==> config.mk <==
export PLATFORM = sky130hd
export DESIGN_NAME = rrx_exec
export DESIGN_NICKNAME = d
export VERILOG_FILES = /design/src/hdl/rrx_pkg.sv /design/src/hdl/rrx_exec.sv /design/src/hdl/rrx_rotate_unit.sv
export SDC_FILE = /design/constraint.sdc
export NUM_CORES = 1
export LEC_CHECK = 0
export ABC_AREA = 1
export BUFFER_PORTS_ARGS = -buffer_cell sky130_fd_sc_hd__buf_2
export CAP_MARGIN = 0
export CORE_ASPECT_RATIO = 1.2
export CORE_MARGIN = 2
export CORE_UTILIZATION = 48
export CTS_CLUSTER_DIAMETER = 80
export DETAILED_ROUTE_END_ITERATION = 10
export GPL_ROUTABILITY_DRIVEN = 0
export PLACE_DENSITY_LB_ADDON = 0.08
export SLEW_MARGIN = 20
export SYNTH_ARGS = -nofsm -noshare
export SYNTH_HDL_FRONTEND = slang
export SYNTH_SLANG_ARGS = --single-unit
==> constraint.sdc <==
create_clock -name clk_sys -period 2.5 [get_ports clk_sys]
set_input_delay 0.125 -clock clk_sys [delete_from_list [all_inputs] [get_ports clk_sys]]
set_output_delay 0.125 -clock clk_sys [all_outputs]
set_load 0.01 [all_outputs]
==> src/hdl/rrx_pkg.sv <==
// Shared constants and types for the return and rotate execution block.
package rrx_pkg;

  localparam int PC_W   = 21;
  localparam int ADDR_W = 12;
  localparam int DATA_W = 8;
  localparam int BANK_W = 4;
  localparam int FLAG_W = 5;
  localparam int INSN_W = 16;

  // Opcode patterns and masks.
  localparam logic [INSN_W-1:0] RET_INT_PAT    = 16'h0010;
  localparam logic [INSN_W-1:0] RET_INT_MASK   = 16'hFFFE;
  localparam logic [INSN_W-1:0] RETURN_PAT     = 16'h0012;
  localparam logic [INSN_W-1:0] RETURN_MASK    = 16'hFFFE;
  localparam logic [INSN_W-1:0] RET_LIT_PAT    = 16'h0C00;
  localparam logic [INSN_W-1:0] RET_LIT_MASK   = 16'hFF00;
  localparam logic [INSN_W-1:0] ROT_CARRY_PAT  = 16'h3400;
  localparam logic [INSN_W-1:0] ROT_CARRY_MASK = 16'hFC00;

  // Operand field positions.
  localparam int SHADOW_BIT = 0;
  localparam int DEST_BIT   = 9;
  localparam int ACCESS_BIT = 8;
  localparam int MSB_BIT    = 7;

  // Flag positions inside the flags register.
  localparam int FLAG_C  = 0;
  localparam int FLAG_DC = 1;
  localparam int FLAG_Z  = 2;
  localparam int FLAG_OV = 3;
  localparam int FLAG_N  = 4;

  // Access bank split and indexed literal offset limit.
  localparam logic [DATA_W-1:0] INDEXED_MAX  = 8'h5F;
  localparam logic [BANK_W-1:0] ACC_LOW_BANK = 4'h0;
  localparam logic [BANK_W-1:0] ACC_HI_BANK  = 4'hF;

  // Quarter phases and reset values.
  localparam int                QDIV_DEFAULT = 1;
  localparam logic [1:0]        Q1 = 2'h0;
  localparam logic [1:0]        Q2 = 2'h1;
  localparam logic [1:0]        Q3 = 2'h2;
  localparam logic [1:0]        Q4 = 2'h3;
  localparam logic [DATA_W-1:0] ACC_RESET  = 8'h00;
  localparam logic [FLAG_W-1:0] FLAG_RESET = 5'h00;
  localparam logic [BANK_W-1:0] BANK_RESET = 4'h0;
  localparam logic [PC_W-1:0]   PC_RESET   = 21'h000000;

  typedef struct packed {
    logic [DATA_W-1:0] acc;
    logic [FLAG_W-1:0] flags;
    logic [BANK_W-1:0] bank;
  } rrx_core_regs_t;

  typedef struct packed {
    logic              wr_en;
    logic [ADDR_W-1:0] addr;
    logic [DATA_W-1:0] data;
  } rrx_mem_wr_t;

  typedef enum logic [1:0] {
    OP_NONE,
    OP_RET,
    OP_RET_LIT,
    OP_ROT
  } rrx_op_t;

endpackage

==> src/hdl/rrx_exec.sv <==
// Decode and execution of the return instructions and rotate-left-through-carry.
// Contract
// - Return from interrupt pops the stack and loads the popped top into the PC.
// - Return from interrupt sets the high or low enable bit; with shadow bit 0, nothing else in status.
// - With shadow bit 1 it restores accumulator, flags and bank select from shadows.
// - Return with literal loads its 8-bit immediate into the accumulator.
// - Return with literal also pops the stack into the PC.
// - No return instruction changes the PC upper or high latch registers.
// - Return from subroutine pops the stack into the PC and, with shadow bit 0, changes no flag.
// - Its shadow bit 1 restores accumulator, flags, bank select; 0 leaves them.
// - Rotate shifts byte left, bit 7 to carry, carry to bit 0; sets C, N, Z.
// - Rotate destination 0 writes the accumulator, 1 writes the source register.
// - Rotate access 0 uses the access bank, 1 uses the bank select register.
// - Extended set with access 0 uses indexed offset when the address is at most 95.
`timescale 1ns/10ps

module rrx_exec
  import rrx_pkg::*;
#(
  parameter int QDIV = rrx_pkg::QDIV_DEFAULT
)
(
  // Clock and reset.
  input  wire logic                          clk_sys,
  input  wire logic                          rstn,
  // Instruction fetch.
  input  wire logic                          instr_valid,
  input  wire logic [rrx_pkg::INSN_W-1:0]    instr_word,
  output logic                               instr_ready,
  output logic      [1:0]                    q_phase,
  // Return stack.
  input  wire logic [rrx_pkg::PC_W-1:0]      stack_top_value,
  output logic                               stack_pop,
  output logic                               pc_load,
  output logic      [rrx_pkg::PC_W-1:0]      pc_value,
  // Data memory.
  output logic                               mem_rd_en,
  output logic      [rrx_pkg::ADDR_W-1:0]    mem_rd_addr,
  input  wire logic [rrx_pkg::DATA_W-1:0]    mem_rdata,
  output rrx_pkg::rrx_mem_wr_t               mem_wr,
  // Mode and indexing.
  input  wire logic                          ext_set_en,
  input  wire logic [rrx_pkg::ADDR_W-1:0]    index_base,
  // Shadow copies and live core registers.
  input  rrx_pkg::rrx_core_regs_t            shadow_regs,
  output rrx_pkg::rrx_core_regs_t            live_regs,
  // Program counter latches.
  input  wire logic                          latch_wr_en,
  input  wire logic [rrx_pkg::DATA_W-1:0]    latch_upper_wdata,
  input  wire logic [rrx_pkg::DATA_W-1:0]    latch_high_wdata,
  output logic      [rrx_pkg::DATA_W-1:0]    pc_upper_latch,
  output logic      [rrx_pkg::DATA_W-1:0]    pc_high_latch,
  // Interrupt enables.
  input  wire logic                          int_level_high,
  input  wire logic                          int_clear_high,
  input  wire logic                          int_clear_low,
  output logic                               high_priority_int_enable,
  output logic                               low_priority_int_enable
);

  import rrx_pkg::*;

  typedef enum logic [1:0] {
    ST_IDLE,
    ST_EXEC,
    ST_NOP
  } rrx_state_t;

  localparam int DIV_W = (QDIV > 1) ? $clog2(QDIV) : 1;

  rrx_state_t            state;
  rrx_op_t               op;
  logic [INSN_W-1:0]     insn;
  logic                  is_ret_int;
  logic [DIV_W-1:0]      div_cnt;
  logic                  q_tick;
  logic                  decode_now;
  logic                  q4_exec;
  rrx_op_t               next_op;
  logic [ADDR_W-1:0]     rot_addr;
  logic [DATA_W-1:0]     rot_result;
  logic                  rot_c;
  logic                  rot_n;
  logic                  rot_z;
  logic                  restore;

  // Quarter-cycle divider; q_tick marks the last clock of each quarter.
  always_ff @(posedge clk_sys or negedge rstn) begin
    if (!rstn) begin
      div_cnt <= '0;
      q_phase <= Q1;
    end else if (q_tick) begin
      div_cnt <= '0;
      q_phase <= q_phase + 2'h1;
    end else begin
      div_cnt <= div_cnt + DIV_W'(1);
    end
  end

  assign q_tick     = (div_cnt == DIV_W'(QDIV - 1));
  assign decode_now = q_tick && (q_phase == Q1) && (state == ST_IDLE) && instr_valid;
  assign q4_exec    = q_tick && (q_phase == Q4) && (state == ST_EXEC);
  assign restore    = (op == OP_RET) && insn[SHADOW_BIT];

  always_comb begin
    if ((instr_word & RET_INT_MASK) == RET_INT_PAT) begin
      next_op = OP_RET;
    end else if ((instr_word & RETURN_MASK) == RETURN_PAT) begin
      next_op = OP_RET;
    end else if ((instr_word & RET_LIT_MASK) == RET_LIT_PAT) begin
      next_op = OP_RET_LIT;
    end else if ((instr_word & ROT_CARRY_MASK) == ROT_CARRY_PAT) begin
      next_op = OP_ROT;
    end else begin
      next_op = OP_NONE;
    end
  end

  rrx_rotate_unit u_rotate (
    .file_addr            (insn[DATA_W-1:0]),
    .access_sel           (insn[ACCESS_BIT]),
    .ext_set_en           (ext_set_en),
    .bank_select_register (live_regs.bank),
    .index_base           (index_base),
    .operand              (mem_rdata),
    .carry_in             (live_regs.flags[FLAG_C]),
    .mem_addr             (rot_addr),
    .result               (rot_result),
    .carry_out            (rot_c),
    .negative             (rot_n),
    .zero                 (rot_z)
  );

  // Sequencing: decode at the end of Q1, finish at Q4, then an idle cycle for returns.
  always_ff @(posedge clk_sys or negedge rstn) begin
    if (!rstn) begin
      state       <= ST_IDLE;
      op          <= OP_NONE;
      insn        <= '0;
      is_ret_int  <= 1'b0;
      instr_ready <= 1'b1;
    end else if (decode_now) begin
      insn        <= instr_word;
      op          <= next_op;
      is_ret_int  <= ((instr_word & RET_INT_MASK) == RET_INT_PAT);
      state       <= (next_op == OP_NONE) ? ST_IDLE : ST_EXEC;
      instr_ready <= (next_op == OP_NONE);
    end else if (q4_exec) begin
      if ((op == OP_RET) || (op == OP_RET_LIT)) begin
        state <= ST_NOP;
      end else begin
        state       <= ST_IDLE;
        instr_ready <= 1'b1;
      end
    end else if (q_tick && (q_phase == Q4) && (state == ST_NOP)) begin
      state       <= ST_IDLE;
      instr_ready <= 1'b1;
    end
  end

  // Stack pop and program counter load just after Q4 of the first cycle, in Q1 of the next.
  always_ff @(posedge clk_sys or negedge rstn) begin
    if (!rstn) begin
      stack_pop <= 1'b0;
      pc_load   <= 1'b0;
      pc_value  <= PC_RESET;
    end else if (q4_exec && ((op == OP_RET) || (op == OP_RET_LIT))) begin
      stack_pop <= 1'b1;
      pc_load   <= 1'b1;
      pc_value  <= stack_top_value;
    end else begin
      stack_pop <= 1'b0;
      pc_load   <= 1'b0;
    end
  end

  // Data memory read in Q3 and write-back of the rotate result after Q4.
  always_ff @(posedge clk_sys or negedge rstn) begin
    if (!rstn) begin
      mem_rd_en   <= 1'b0;
      mem_rd_addr <= '0;
      mem_wr      <= '0;
    end else begin
      mem_rd_en    <= q_tick && (q_phase == Q2) && (state == ST_EXEC) && (op == OP_ROT);
      mem_wr.wr_en <= q4_exec && (op == OP_ROT) && insn[DEST_BIT];
      if (q_tick && (q_phase == Q2) && (state == ST_EXEC) && (op == OP_ROT)) begin
        mem_rd_addr <= rot_addr;
      end
      if (q4_exec && (op == OP_ROT)) begin
        mem_wr.addr <= rot_addr;
        mem_wr.data <= rot_result;
      end
    end
  end

  // Accumulator, flags and bank select.
  always_ff @(posedge clk_sys or negedge rstn) begin
    if (!rstn) begin
      live_regs.acc   <= ACC_RESET;
      live_regs.flags <= FLAG_RESET;
      live_regs.bank  <= BANK_RESET;
    end else if (q4_exec) begin
      if (restore) begin
        live_regs <= shadow_regs;
      end else if (op == OP_RET_LIT) begin
        live_regs.acc <= insn[DATA_W-1:0];
      end else if (op == OP_ROT) begin
        live_regs.flags[FLAG_C] <= rot_c;
        live_regs.flags[FLAG_N] <= rot_n;
        live_regs.flags[FLAG_Z] <= rot_z;
        if (!insn[DEST_BIT]) begin
          live_regs.acc <= rot_result;
        end
      end
    end
  end

  // Program counter latches are written only by their own port, never by a return.
  always_ff @(posedge clk_sys or negedge rstn) begin
    if (!rstn) begin
      pc_upper_latch <= '0;
      pc_high_latch  <= '0;
    end else if (latch_wr_en) begin
      pc_upper_latch <= latch_upper_wdata;
      pc_high_latch  <= latch_high_wdata;
    end
  end

  // Interrupt enables; a set from a return wins over a clear in the same cycle.
  always_ff @(posedge clk_sys or negedge rstn) begin
    if (!rstn) begin
      high_priority_int_enable <= 1'b0;
      low_priority_int_enable  <= 1'b0;
    end else begin
      if (q4_exec && is_ret_int && int_level_high) begin
        high_priority_int_enable <= 1'b1;
      end else if (int_clear_high) begin
        high_priority_int_enable <= 1'b0;
      end
      if (q4_exec && is_ret_int && !int_level_high) begin
        low_priority_int_enable <= 1'b1;
      end else if (int_clear_low) begin
        low_priority_int_enable <= 1'b0;
      end
    end
  end

endmodule

==> src/hdl/rrx_rotate_unit.sv <==
// Address formation and rotate-through-carry arithmetic for the rotate instruction.
`timescale 1ns/10ps

module rrx_rotate_unit
  import rrx_pkg::*;
(
  // Instruction operands.
  input  wire logic [rrx_pkg::DATA_W-1:0] file_addr,
  input  wire logic                       access_sel,
  input  wire logic                       ext_set_en,
  // Context.
  input  wire logic [rrx_pkg::BANK_W-1:0] bank_select_register,
  input  wire logic [rrx_pkg::ADDR_W-1:0] index_base,
  input  wire logic [rrx_pkg::DATA_W-1:0] operand,
  input  wire logic                       carry_in,
  // Results.
  output logic      [rrx_pkg::ADDR_W-1:0] mem_addr,
  output logic      [rrx_pkg::DATA_W-1:0] result,
  output logic                            carry_out,
  output logic                            negative,
  output logic                            zero
);

  import rrx_pkg::*;

  always_comb begin
    if (access_sel) begin
      mem_addr = {bank_select_register, file_addr};
    end else if (ext_set_en && (file_addr <= INDEXED_MAX)) begin
      mem_addr = index_base + {{(ADDR_W-DATA_W){1'b0}}, file_addr};
    end else if (file_addr <= INDEXED_MAX) begin
      mem_addr = {ACC_LOW_BANK, file_addr};
    end else begin
      mem_addr = {ACC_HI_BANK, file_addr};
    end
  end

  always_comb begin
    result    = {operand[DATA_W-2:0], carry_in};
    carry_out = operand[MSB_BIT];
    negative  = result[MSB_BIT];
    zero      = (result == '0);
  end

endmodule

# Yosys cells after proc, flatten, opt, wreduce, memory -nomap -nowiden
# Index checks and enable logic that the tools add are counted.
[classes]
addsub = 3
magnitude_cmp = 1
n_eq_ne = 14
n_mux = 33
bitwise_logic = 1
reduce_logical = 32
[op_table]
columns = ["cell", "count"]
rows = [
  ["12-bit 2-to-1 mux", 3],
  ["15-bit by 4-bit == test with 1-bit output (second input constant)", 2],
  ["1-bit 2-to-1 mux", 18],
  ["9-bit 2-to-1 mux", 2],
  ["1-bit logical AND", 17],
  ["2-bit 2-to-1 mux", 8],
  ["8-bit 2-to-1 mux", 2],
  ["12-bit by 8-bit adder with 12-bit output", 1],
  ["2-bit == test (second input constant)", 4],
  ["8-bit by 4-bit == test with 1-bit output (second input constant)", 1],
  ["8-bit by 7-bit less-or-equal comparator with 1-bit output (second input constant)", 1],
  ["8-bit zero test", 1],
  ["2-bit by 1-bit == test with 1-bit output (second input constant)", 3],
  ["6-bit by 4-bit == test with 1-bit output (second input constant)", 1],
  ["2-bit zero test", 3],
  ["3-bit AND reduction", 2],
  ["2-bit nonzero test", 3],
  ["3-bit nonzero test", 2],
  ["2-bit AND reduction", 2],
  ["3-bit by 1-bit inequality test with 1-bit output (second input constant)", 1],
  ["3-bit inequality test (second input constant)", 1],
  ["2-bit by 1-bit adder with 2-bit output (second input constant)", 1],
  ["2-bit inequality test (second input constant)", 1],
  ["1-bit adder (second input constant)", 1],
  ["other kinds (3)", 3],
]
[word_totals]
reg_bits = 110
in_bits = 98
out_inout_bits = 95

# Depth between registers and ports, before layout
# Gate-level depths: netlist of run 1.
[depth]
depth_word = 8
depth_mapped = 13

# Modules after synthesis
# A second synthesis of run 1 with hierarchy kept.
[hier_totals]
cells_unflattened = 639
area_unflattened_um2 = 5343.9
[modules_own_cells]
columns = ["mod", "instances", "cells_each", "area_per_inst_um2", "seq_area_each_um2"]
rows = [
  ["rrx_exec", 1, 484, 4519.3, 2728.9],
  ["rrx_rotate_unit", 1, 155, 824.5, 0.0],
]

# Worst setup path after synthesis of run 1
# No wires, ideal clock.
[synth_path]
kind = "register to register"
from = "register insn[0]"
to = "register mem_rd_addr[6] in the netlist's numbering"
setup_ns = 0.066
arrival_time_ns = 1.665
required_ns = 2.434
slack_ns = 0.770
path_stages_with_launch = 11
n_path_buf = 0
period_less_slack_ns = 1.730
cell_sequence = "dfrtp_1 -> ha_1 -> inv_1 -> fa_1 -> nor2_1 -> nor2_1 -> o21ai_0 -> a21oi_1 -> o21ai_0 -> nand3_1 -> nand2_1"
[synth_via]
elab_chain_cells = 4
[synth_lines]
columns = ["element", "line", "source"]
rows = [
  ["start, declared", "rrx_exec.sv:73", "logic [INSN_W-1:0] insn;"],
  ["start signal, assigned", "rrx_exec.sv:143", "insn <= instr_word;"],
  ["parallel branches: the longest is 2 deep, another holds 12-bit by 8-bit adder with 12-bit output", "-", ""],
  ["12-bit 2-to-1 mux *", "rrx_rotate_unit.sv:29", "end else if (ext_set_en && (file_addr <= INDEXED_MAX)) begin"],
  ["12-bit 2-to-1 mux *", "rrx_rotate_unit.sv:27", "if (access_sel) begin"],
  ["end signal, assigned", "rrx_exec.sv:187", "mem_rd_addr <= rot_addr;"],
  ["end, declared", "rrx_exec.sv:38", "output logic [rrx_pkg::ADDR_W-1:0] mem_rd_addr,"],
]
# Mark *: on every way between the ends.
# A chain may end at the register's enable or synchronous reset.

# Final worst setup path of run 1
[layout_path]
from = "register q_phase[0]"
to = "register is_ret_int"
[layout_via]
elab_chain_cells = 4
[layout_lines]
columns = ["element", "line", "source"]
rows = [
  ["start, declared", "rrx_exec.sv:30", "output logic [1:0] q_phase,"],
  ["start signal, assigned", "rrx_exec.sv:94", "q_phase <= q_phase + 2'h1;"],
  ["2-bit zero test", "rrx_exec.sv:101", "assign decode_now = q_tick && (q_phase == Q1) && (state == ST_IDLE) && instr_valid;"],
  ["1-bit logical AND (3 in series)", "rrx_exec.sv:101", ""],
  ["end signal, assigned", "rrx_exec.sv:145", "is_ret_int <= ((instr_word & RET_INT_MASK) == RET_INT_PAT);"],
  ["end, declared", "rrx_exec.sv:74", "logic is_ret_int;"],
]
# No other way between the ends.

==> impl_metrics.csv, run 1 <==
group,metric,value,unit
synthesis,synth_top_family_by_area,"simple AND/OR/NAND/NOR gates",
routing,viasPerCell,4.967,
clock_network,clkTransAtPathRegs,70,ps
power_and_ir_drop,p_leak,3.571,nW
power_and_ir_drop,seq_power_share,0.465,
sta,relSlewSlack,0.5659,
setup_path,required,2790,ps
global_route,grt_pass1_vias,4828,
clock_network,insertion_delay,350,ps
sta,min_period_over_period,0.7739,
clock_network,clockRootBuffer,"clkbuf_16",
power_and_ir_drop,internal_power,2.996,mW
sta,final.setup_skew,8.774,ps
routing,wl,14.03,mm
clock_network,clock_sinks,109,
sta,worst_slack,565.2,ps
clock_network,cts.path.max_buffers,2,
routing,wl_per_cell,14.49,um
sta,hold_viol,0,
layout,drive_above_1_share,0.2861,
setup_path,critPathKind,"register to register",
floorplan,start_util,0.4908,
power_and_ir_drop,power.clock.fraction,0.390,
sta,setup-violations-final,0,
synthesis,synthSimpleGateAreaFrac,0.2392,
synthesis,synthAdderAreaFrac,0.03800,
setup_path,worstSetupEndpointType,"register",
sta,finalCriticalPeriod,1935,ps
power_and_ir_drop,fin_total_pwr,4.065,mW
sta,finalMaxSlewViolations,0,
clock_network,cts_tree,"done",
floorplan,fp.dieH,117.3,um
global_route,globalRouteOverflowTotal,0,
setup_path,cp_max_fo,15,
power_and_ir_drop,p_per_area,583.9,nW/um2
clock_network,h-tree-depth,3,
placed_design,port-buffer-count,192,
synthesis,synth_xor_area_frac,0.005116,
synthesis,synth_enable_flop_cells,0,
synthesis,synth_compound_area_frac,0.08697,
sta,fmax,516.9,MHz
global_route,grt_first_pass_wirelength,23.17,mm
synthesis,synthMuxAreaShare,0.03508,
placed_design,place_area,6232,um2
floorplan,rows,41,
layout,final_nets,947,
synthesis,syn_area_per_cell,8.532,um2
setup_path,critPathArrivalTime,2220,ps
layout,fillCellCount,929,
min_path,hold_class,"input port to register",
clock_network,cts_resized,0,
synthesis,ys_seq_area_frac,0.5313,
synthesis,synthesis.instances,602,
floorplan,die_area,11550,um2
global_route,grt_usage,0.2484,
clock_network,ctsHoldBuffers,40,
synthesis,ys_warn_count,0,
power_and_ir_drop,switching_power,1.069,mW
sta,rsz0062_at_grt,"no",
clock_network,numCtsBuffers,9,
synthesis,ys_ff_latch,109,
outcome,status,"finished clean",
clock_network,cts_setup_buffers,0,
sta,final.setup.tns,0,ps
power_and_ir_drop,combPwrFrac,0.145,
floorplan,core,10470,um2
floorplan,die_w,98.43,um
synthesis,synth_area,5136,um2
routing,dr_total_vias,4808,
synthesis,synth_cell_types,34,
synthesis,synthFlopType,"dfrtp_1",
synthesis,synth_async_sr_flop_share,1.000,
routing,ant_nets,0,
routing,dr.first_iter.drc_count,187,
global_route,antenna_found_initial,0,
layout,n_antenna_cell,0,
power_and_ir_drop,irDropWorstVdd,0.3767,mV
power_and_ir_drop,switching_share,0.2630,
layout,area_growth,35.54,%
routing,drtPass1Iterations,5,
layout,post-route-cell-area,6962,um2
routing,drc,0,
global_route,grt_max_degree,45,
placed_design,pre_cts_ws,594.0,ps
placed_design,hpwlAfterDp,10.59,mm
synthesis,synth.net_count,715,
floorplan,io_pins,193,
sta,worst_pin_slew,650.5,ps
run,cap_violations,0,
setup_path,start_kind,"register",
## state kept, by name, indices dropped and copies added (netlist names)
signal / flops
high_priority_int_enable: 1
insn: 10
instr_ready: 1
is_ret_int: 1
live_regs: 17
low_priority_int_enable: 1
mem_rd_addr: 12
mem_rd_en: 1
mem_wr: 21
op: 2
pc_high_latch: 8
pc_load: 1
pc_upper_latch: 8
pc_value: 21
q_phase: 2
state: 2
## worst max-delay path, stage by stage (launching register included)
cell,delay [ps]
dfrtp_1,410
inv_1,90
ha_1,150
nand4_1,110
buf_4,200
o41ai_1,300
dlygate4sd3_1,610
## metal layers
layer	wire, um	global-route usage	vias to the layer above	share of wire
met5	0	0	-	0
met2	7224	0.4477	163	0.51
met4	479	0.1130	0	0.034
met1	5554	0.2861	2230	0.40
met3	770	0.03874	34	0.055
li1	-	-	2381	-
## final timing paths
| check | slack, ps | cells past startpoint | start | to |
|---|---|---|---|---|
| setup / recovery | 570 | 6 | q_phase[0]$_DFF_PN0_ | is_ret_int$_DFFE_PN0P_ |
| hold / removal | 4 | 2 | latch_upper_wdata[3] | pc_upper_latch[3]$_DFFE_PN0P_ |
| setup reg to reg | 570 | 6 | q_phase[0]$_DFF_PN0_ | is_ret_int$_DFFE_PN0P_ |
| hold reg to reg | 470 | 2 | pc_value[16]$_DFFE_PN0P_ | pc_value[16]$_DFFE_PN0P_ |
| max in group asynchronous | 1400 | 3 | rstn | instr_ready$_DFFE_PN1P_ |
| min in group asynchronous | 280 | 2 | rstn | insn[1]$_DFFE_PN0P_ |
## final cells by class
class                      instances  area [um2]  share of cell area
sequential                       109        2729              0.3920
multi-input combinational        411        2077              0.2983
timing repair buffer             238        1421              0.2042
inverter                          65       244.0             0.03505
clock buffer                       9       225.2             0.03235
tap                              129       161.4             0.02318
clock inverter                     7       103.9             0.01492
## cells in the final DEF, fill, tap and decap left out, types with 7 or more instances in the layout
cell type / instances
a21oi_1: 11
o221ai_1: 7
nand3_1: 26
o21ai_0: 48
dfrtp_1: 108
buf_2: 191
inv_1: 62
clkbuf_16: 9
nor2_1: 28
mux2_2: 16
nand2_1: 227
dlygate4sd3_1: 40
nand4_1: 8
ha_1: 14
## through the flow
stage / std cells / utilization / hold slack [ps]
3_5_place_dp: 912 / 0.5955 / 125.2
5_1_grt: 968 / 0.6652 / 5.004
4_1_cts: 968 / 0.6652 / 1.012
6_report: 968 / 0.6652 / 3.716
3_3_place_gp: 912 / 0.5955 / 116.9
2_1_floorplan: 602 / - / -170.6
## synth_stat cells, types with 3 or more instances
master	instances	share of area
xnor2_1	3	0.0051
dfrtp_1	108	0.53
nor2_1	28	0.020
o21ai_0	48	0.047
clkbuf_1	8	0.0058
o221ai_1	7	0.012
nand2_1	227	0.17
buf_2	6	0.0058
mux2_2	16	0.035
inv_1	62	0.045
a31oi_1	4	0.0049
o21ai_1	3	0.0029
a21oi_1	11	0.011
nand4_1	8	0.0097
nand3_1	26	0.025
ha_1	14	0.034
## cell families (layout without fill, tap and decap cells)
| logic type | Yosys count | count (layout) |
|---|---|---|
| AOI/OAI and AO/OA | 78 | 78 |
| xor gates and xnor gates | 3 | 3 |
| adders and majority gates | 15 | 15 |
| buffers and inverters | 82 | 319 |
| DFF | 109 | 109 |
| muxes | 16 | 16 |
| and+or+nand+nor | 299 | 299 |
## power groups by stage
stage               Clock [mW]  Sequential, mW  Combinational (mW)
CTS                       1.61            1.89               0.593
finish                    1.59            1.89               0.589
global placement             0            1.92               0.536
global route              1.68            1.90               0.664
detailed placement           0            1.93               0.547
floorplan                    0            1.94               0.263
Power figures use the tool's default switching activity.
==> inputs of run 2 (changes only) <==
==> constraint.sdc (replaced) <==
create_clock -name clk_sys -period 1.81 [get_ports clk_sys]
set_input_delay 0.0905 -clock clk_sys [delete_from_list [all_inputs] [get_ports clk_sys]]
set_output_delay 0.0905 -clock clk_sys [all_outputs]
set_load 0.01 [all_outputs]
==> run 2 against run 1 <==
Compared with the run above:
- final cell count increased by 3.2%
- clock power up 28%
- combinational power up 62%
==> impl_metrics.csv, run 2 (synthesis results as in run 1) <==
group,metric,value,unit
outcome,status,"finished clean",
placed_design,pre_cts_ws,-27.70,ps
setup_path,r2r_end,"mem_rd_addr[6]$_DFFE_PN0P_",
sta,final.setup_skew,9.419,ps
global_route,grt_usage,0.2561,
clock_network,clock_sinks,109,
clock_network,cts_tree,"done",
setup_path,critPathKind,"register to register",
setup_path,rr_startpoint,"insn[0]$_DFFE_PN0P_",
layout,n_antenna_cell,0,
routing,viasPerCell,4.960,
clock_network,insertion_delay,350,ps
floorplan,die_area,11550,um2
clock_network,clkTransAtPathRegs,80,ps
power_and_ir_drop,irDropWorstVdd,0.4805,mV
routing,ant_nets,0,
layout,multi_input_area,2197,um2
global_route,globalRouteOverflowTotal,0,
setup_path,required,2090,ps
global_route,antenna_found_initial,0,
sta,hold_viol,0,
routing,wl,14.45,mm
setup_path,critPathArrivalTime,2040,ps
placed_design,placed_cells,922,
run,cap_violations,0,
power_and_ir_drop,p_per_area,762.8,nW/um2
layout,final_nets,978,
sta,relSlewSlack,0.6604,
sta,finalCriticalPeriod,1756,ps
global_route,grt_pass1_vias,4998,
layout,layout_commonest_cell,"nand2_1",
floorplan,rows,41,
sta,min_period_over_period,0.9703,
setup_path,cpMaxStageDelayCell,"fa_2",
layout,area_growth,43.00,%
clock_network,cts.path.max_buffers,2,
power_and_ir_drop,fin_total_pwr,5.602,mW
routing,dr_total_vias,4955,
sta,fmax,569.4,MHz
setup_path,cp_num_buf_inv,1,
clock_network,clockRootBuffer,"clkbuf_16",
min_path,whs_endpoint,"live_regs[8]$_DFFE_PN0P_",
sta,worst_pin_slew,509.4,ps
routing,drtPass1Iterations,4,
routing,wl_per_cell,14.46,um
setup_path,start_kind,"register",
layout,final_util,0.7018,
sta,whs,5.437,ps
power_and_ir_drop,p_leak,3.706,nW
setup_path,worstSetupEndpointType,"register",
global_route,grt_first_pass_wirelength,23.87,mm
setup_path,r2r_cells,10,
setup_path,critical_path.max_stage_delay,420,ps
min_path,min_from,"shadow_regs[8]",
min_path,whs_path_depth,3,
setup_path,crit_family,"adder cells",
clock_network,h-tree-depth,3,
routing,drc,0,
layout,post-route-cell-area,7345,um2
sta,final.setup.tns,0,ps
setup_path,r2r_slack,50,ps
routing,dr.first_iter.drc_count,175,
layout,fillCellCount,845,
floorplan,start_util,0.4908,
setup_path,path_cells,"ha_2 > inv_2 > fa_2 > nor2_4 > nor2_2 > o21ai_2 > a21oi_1 > o21ai_1 > nand3_1 > nand2_1",
layout,drive_above_1_share,0.3172,
placed_design,port-buffer-count,192,
layout,reg_top3,"mem_wr (21), pc_value (21), live_regs (17)",
layout,ff_latch_area,2729,um2
floorplan,die_w,98.43,um
min_path,hold_class,"input port to register",
setup_path,cp_max_fo,3,
sta,rsz0062_at_grt,"yes",
layout,fin_cells,999,
layout,layout_common_cells,"227 x nand2_1, 191 x buf_2, 108 x dfrtp_1",
sta,setup-violations-final,0,
floorplan,core,10470,um2
sta,worst_slack,53.73,ps
placed_design,place_area,6320,um2
sta,finalMaxSlewViolations,0,
floorplan,io_pins,193,
global_route,grt_max_degree,41,
clock_network,numCtsBuffers,9,
placed_design,hpwlAfterDp,10.52,mm
floorplan,fp.dieH,117.3,um
## run 2: cell count changes in the layout (fill, tap and decap cells not counted), sizes merged
cell	previous run	this run
bufinv	2	1
dlygate4sd3	40	56
clkbuf	9	10
buf	198	213
## run 2: metal layers
metal	global-route usage	wire, um	vias up
met5	0	0	-
met4	0.1045	428	0
met3	0.04648	789	33
met2	0.4562	7570	178
met1	0.3013	5661	2300
li1	-	-	2444
## run 2: worst max path at each step
stage / startpoint / endpoint / slack, ps / cells after the start
finish: insn[0]$_DFFE_PN0P_ / mem_rd_addr[6]$_DFFE_PN0P_ / 50 / 10
global route: insn[0]$_DFFE_PN0P_ / mem_wr[14]$_DFFE_PN0P_ / -80 / 10
CTS: insn[0]$_DFFE_PN0P_ / mem_wr[12]$_DFFE_PN0P_ / 9 / 8
detailed placement: insn[0]$_DFFE_PN0P_ / mem_wr[14]$_DFFE_PN0P_ / -30 / 10
global placement: insn[0]$_DFFE_PN0P_ / mem_wr[14]$_DFFE_PN0P_ / 40 / 10
floorplan: insn[0]$_DFFE_PN0P_ / mem_rd_addr[6]$_DFFE_PN0P_ / 80 / 10
## run 2: tightest hold or removal path, stage by stage
cell and delay, ps:
buf_2 100, nand2_1 50, a31oi_1 80
## run 2: what timing repair did
action,in CTS,in global routing
gates cloned,0,0
endpoints found under the hold margin,87,0
setup endpoints to repair,2,25
buffers inserted,0,5
hold buffers,56,0
gates resized for setup,1,30
pin swaps,0,13
## run 2: final cells by class
class / count / share of cell area
repair buffers: 269 / 0.2324
inverters: 65 / 0.03322
clock inverters: 6 / 0.01056
flip-flops and latches: 109 / 0.3716
clock buffers: 10 / 0.03118
multi-input cells: 411 / 0.2991
well taps: 129 / 0.02198
## run 2: where the power goes
part | switching, mW | internal [mW]
clock | 0.934 | 1.10
combinational | 0.507 | 0.450
sequential | 0.0690 | 2.54
==> inputs of run 3 (changes only) <==
--- a/config.mk
+++ b/config.mk
@@ -18,4 +18,5 @@
 export SLEW_MARGIN = 20
 export SYNTH_ARGS = -nofsm -noshare
 export SYNTH_HDL_FRONTEND = slang
+export SYNTH_HIERARCHICAL = 1
 export SYNTH_SLANG_ARGS = --single-unit
==> run 3 against run 2 <==
Compared with the run above:
- the flow now finishes with violations (setup timing)
- critical endpoint unchanged
- core utilization decreased by 1.2 points
- sequential share of layout area fell by 0.91 points
- final area up 2.6%
- sequential cell count unchanged
- critical path type unchanged
- maximum frequency fell by 3.1%
- first-iteration DRC count grew 4.0%
- setup slack got worse by 57 ps
==> impl_metrics.csv, run 3 <==
group,metric,value,unit
power_and_ir_drop,internal_power,4.186,mW
synthesis,synth_area,5344,um2
routing,dr_total_vias,5041,
clock_network,clockRootBuffer,"clkbuf_16",
synthesis,ys_warn_count,6,
sta,finalCriticalPeriod,1813,ps
power_and_ir_drop,p_leak,3.826,nW
synthesis,synth_cell_types,34,
floorplan,fp.dieH,119.6,um
routing,wl,14.44,mm
layout,layout_common_cells,"229 x nand2_1, 191 x buf_2, 106 x dfrtp_1",
outcome,status,"finished with violations",
setup_path,worstSetupEndpointType,"register",
global_route,globalRouteOverflowTotal,0,
floorplan,rows,42,
setup_path,critPathKind,"register to register",
placed_design,port-buffer-count,192,
power_and_ir_drop,switching_power,1.753,mW
floorplan,die_w,100.3,um
power_and_ir_drop,irDropWorstVdd,0.4345,mV
synthesis,syn_area_per_cell,8.363,um2
synthesis,synthFlopType,"dfrtp_1",
setup_path,required,2030,ps
synthesis,yosysTopAreaCell,"dfrtp_1",
setup_path,crit_top_cell,"inv_2",
power_and_ir_drop,switching_share,0.2952,
clock_network,clkTransAtPathRegs,80,ps
outcome,violations,"setup timing",
placed_design,place_area,6494,um2
routing,dr.first_iter.drc_count,182,
sta,finalMaxSlewViolations,0,
setup_path,r2r_end,"mem_rd_addr[6]$_DFFE_PN0P_",
synthesis,ys_seq_area_frac,0.5107,
layout,drive_above_1_share,0.3300,
placed_design,hpwlAfterDp,10.28,mm
setup_path,critPathArrivalTime,2040,ps
floorplan,core,10930,um2
sta,hold_viol,0,
global_route,grt_max_degree,39,
setup_path,rr_startpoint,"insn[0]$_DFFE_PN0P_",
clock_network,cts.path.max_buffers,2,
layout,n_antenna_cell,0,
synthesis,ys_ff_latch,109,
setup_path,critical_path.max_stage_delay,370,ps
sta,worst_pin_slew,544.1,ps
power_and_ir_drop,combPwrFrac,0.224,
sta,rsz0062_at_grt,"yes",
global_route,grt_first_pass_wirelength,23.25,mm
global_route,grt_pass1_vias,4963,
sta,relSlewSlack,0.6373,
routing,drtPass1Iterations,4,
setup_path,r2r_cells,13,
min_path,hold_class,"input port to register",
power_and_ir_drop,fin_total_pwr,5.940,mW
synthesis,synth.net_count,752,
sta,fmax,551.6,MHz
routing,viasPerCell,4.885,
synthesis,synth_most_common_cell,"nand2_1",
power_and_ir_drop,seq_power_share,0.458,
clock_network,clock_sinks,109,
layout,fin_cells,1032,
floorplan,die_area,12000,um2
sta,min_period_over_period,1.002,
synthesis,ys_top_cells_by_area,"dfrtp_1 51%, nand2_1 16%, o21ai_0 5.1%",
layout,area_growth,41.02,%
synthesis,synthesis.instances,639,
sta,setup-violations-final,1,
placed_design,placed_cells,954,
clock_network,insertion_delay,350,ps
power_and_ir_drop,p_per_area,788.2,nW/um2
setup_path,cp_max_fo,3,
clock_network,cts_tree,"done",
setup_path,endpoint,"mem_rd_addr[6]$_DFFE_PN0P_",
synthesis,synth_async_sr_flop_share,1.000,
floorplan,io_pins,193,
setup_path,cp-startpoint,"insn[0]$_DFFE_PN0P_",
synthesis,synth_enable_flop_cells,0,
synthesis,yosysTopAreaCellShare,0.5057,
setup_path,path_cells,"ha_2 > inv_2 > fa_2 > inv_2 > nand3_2 > nand3_4 > nand2_2 > nand3_1 > nand3_1 > o21ai_1 > inv_1 > inv_2 > o21ai_1",
setup_path,r2r_slack,-3,ps
layout,post-route-cell-area,7536,um2
power_and_ir_drop,power.clock.fraction,0.318,
sta,final.setup_skew,10.77,ps
layout,reg_top3,"mem_wr (21), pc_value (21), live_regs (17)",
global_route,grt_usage,0.2431,
layout,final_nets,1009,
setup_path,start_kind,"register",
layout,layout_commonest_cell,"nand2_1",
routing,wl_per_cell,13.99,um
floorplan,start_util,0.4889,
routing,ant_nets,0,
clock_network,numCtsBuffers,9,
clock_network,h-tree-depth,3,
setup_path,cpMaxStageDelayCell,"dfrtp_1",
sta,worst_slack,-2.841,ps
global_route,antenna_found_initial,0,
synthesis,synth_commonest_cells,"232 x nand2_1, 108 x dfrtp_1, 64 x inv_1",
routing,drc,0,
run,cap_violations,0,
[run 3: kinds of logic (layout without fill, tap and decap cells)]
family | Yosys count | in the layout | share of synthesized area
simple gates | 310 | 310 | 0.2365
flops | 109 | 109 | 0.5107
buf+inv | 98 | 359 | 0.08406
compound gates | 88 | 88 | 0.09366
mux | 16 | 16 | 0.03372
fa+ha+maj | 15 | 15 | 0.03653
xor+xnor | 3 | 3 | 0.004918
[run 3: power groups by stage]
stage / Sequential (mW) / Clock, mW / Combinational (mW)
after CTS: 2.70 / 1.95 / 1.21
after floorplan: 2.79 / 0 / 0.577
after detailed placement: 2.75 / 0 / 1.09
after global placement: 2.74 / 0 / 1.07
final: 2.72 / 1.89 / 1.33
after global routing: 2.74 / 2.04 / 1.48
[run 3: final cells by class]
cell class                 instances  area [um2]
fill                             883        3395
sequential                       109        2731
multi-input combinational        432        2305
timing repair buffer             278        1802
inverter                          66       247.7
clock buffer                       9       225.2
tap                              132       165.2
clock inverter                     6       60.06
[run 3: routing by layer]
| metal | routed length (um) | vias to the layer above | share of wire | track usage |
|---|---|---|---|---|
| met5 | 0 | - | 0 | 0 |
| li1 | - | 2524 | - | - |
| met2 | 7088 | 163 | 0.49 | 0.4048 |
| met1 | 6253 | 2327 | 0.43 | 0.3136 |
| met4 | 353 | 0 | 0.024 | 0.09589 |
| met3 | 746 | 27 | 0.052 | 0.04368 |
[run 3: worst min-delay path by stage]
stage	cells after the start	start	slack, ps	end
floorplan	0	rstn	-210	high_priority_int_enable$_DFFE_PN0P_
global placement	1	rstn	100	mem_wr[15]$_DFFE_PN0N_
detailed placement	1	rstn	110	mem_wr[13]$_DFFE_PN0N_
CTS	3	mem_rdata[3]	2	mem_wr[4]$_DFFE_PN0N_
global route	3	mem_rdata[3]	20	mem_wr[4]$_DFFE_PN0N_
finish	3	mem_rdata[3]	8	mem_wr[4]$_DFFE_PN0N_
[run 3: through the flow]
stage / util / setup slack [ps] / setup TNS, ps / hold WS [ps]
finish: 0.6894 / -2.841 / -2.841 / 8.267
floorplan: - / 43.58 / 0 / -205.1
global route: 0.6894 / -93.84 / -438.6 / 21.02
global placement: 0.5941 / 27.20 / 0 / 101.3
CTS: 0.6740 / 0.2047 / 0 / 1.595
detailed placement: 0.5941 / -68.99 / -135.6 / 111.5
[run 3: critical path: cells and delay by family, from the launching register on]
kind,cells,cell delay [ps]
compound gates,2,150
flops,1,370
fa+ha+maj,2,550
simple gates,5,370
buf+inv,4,240
[run 3: repair_timing]
item	CTS	global route
pin swaps	2	10
setup endpoints to repair	6	19
setup buffers	1	5
resized for setup	9	36
endpoints found under the hold margin	89	0
hold buffers	57	0
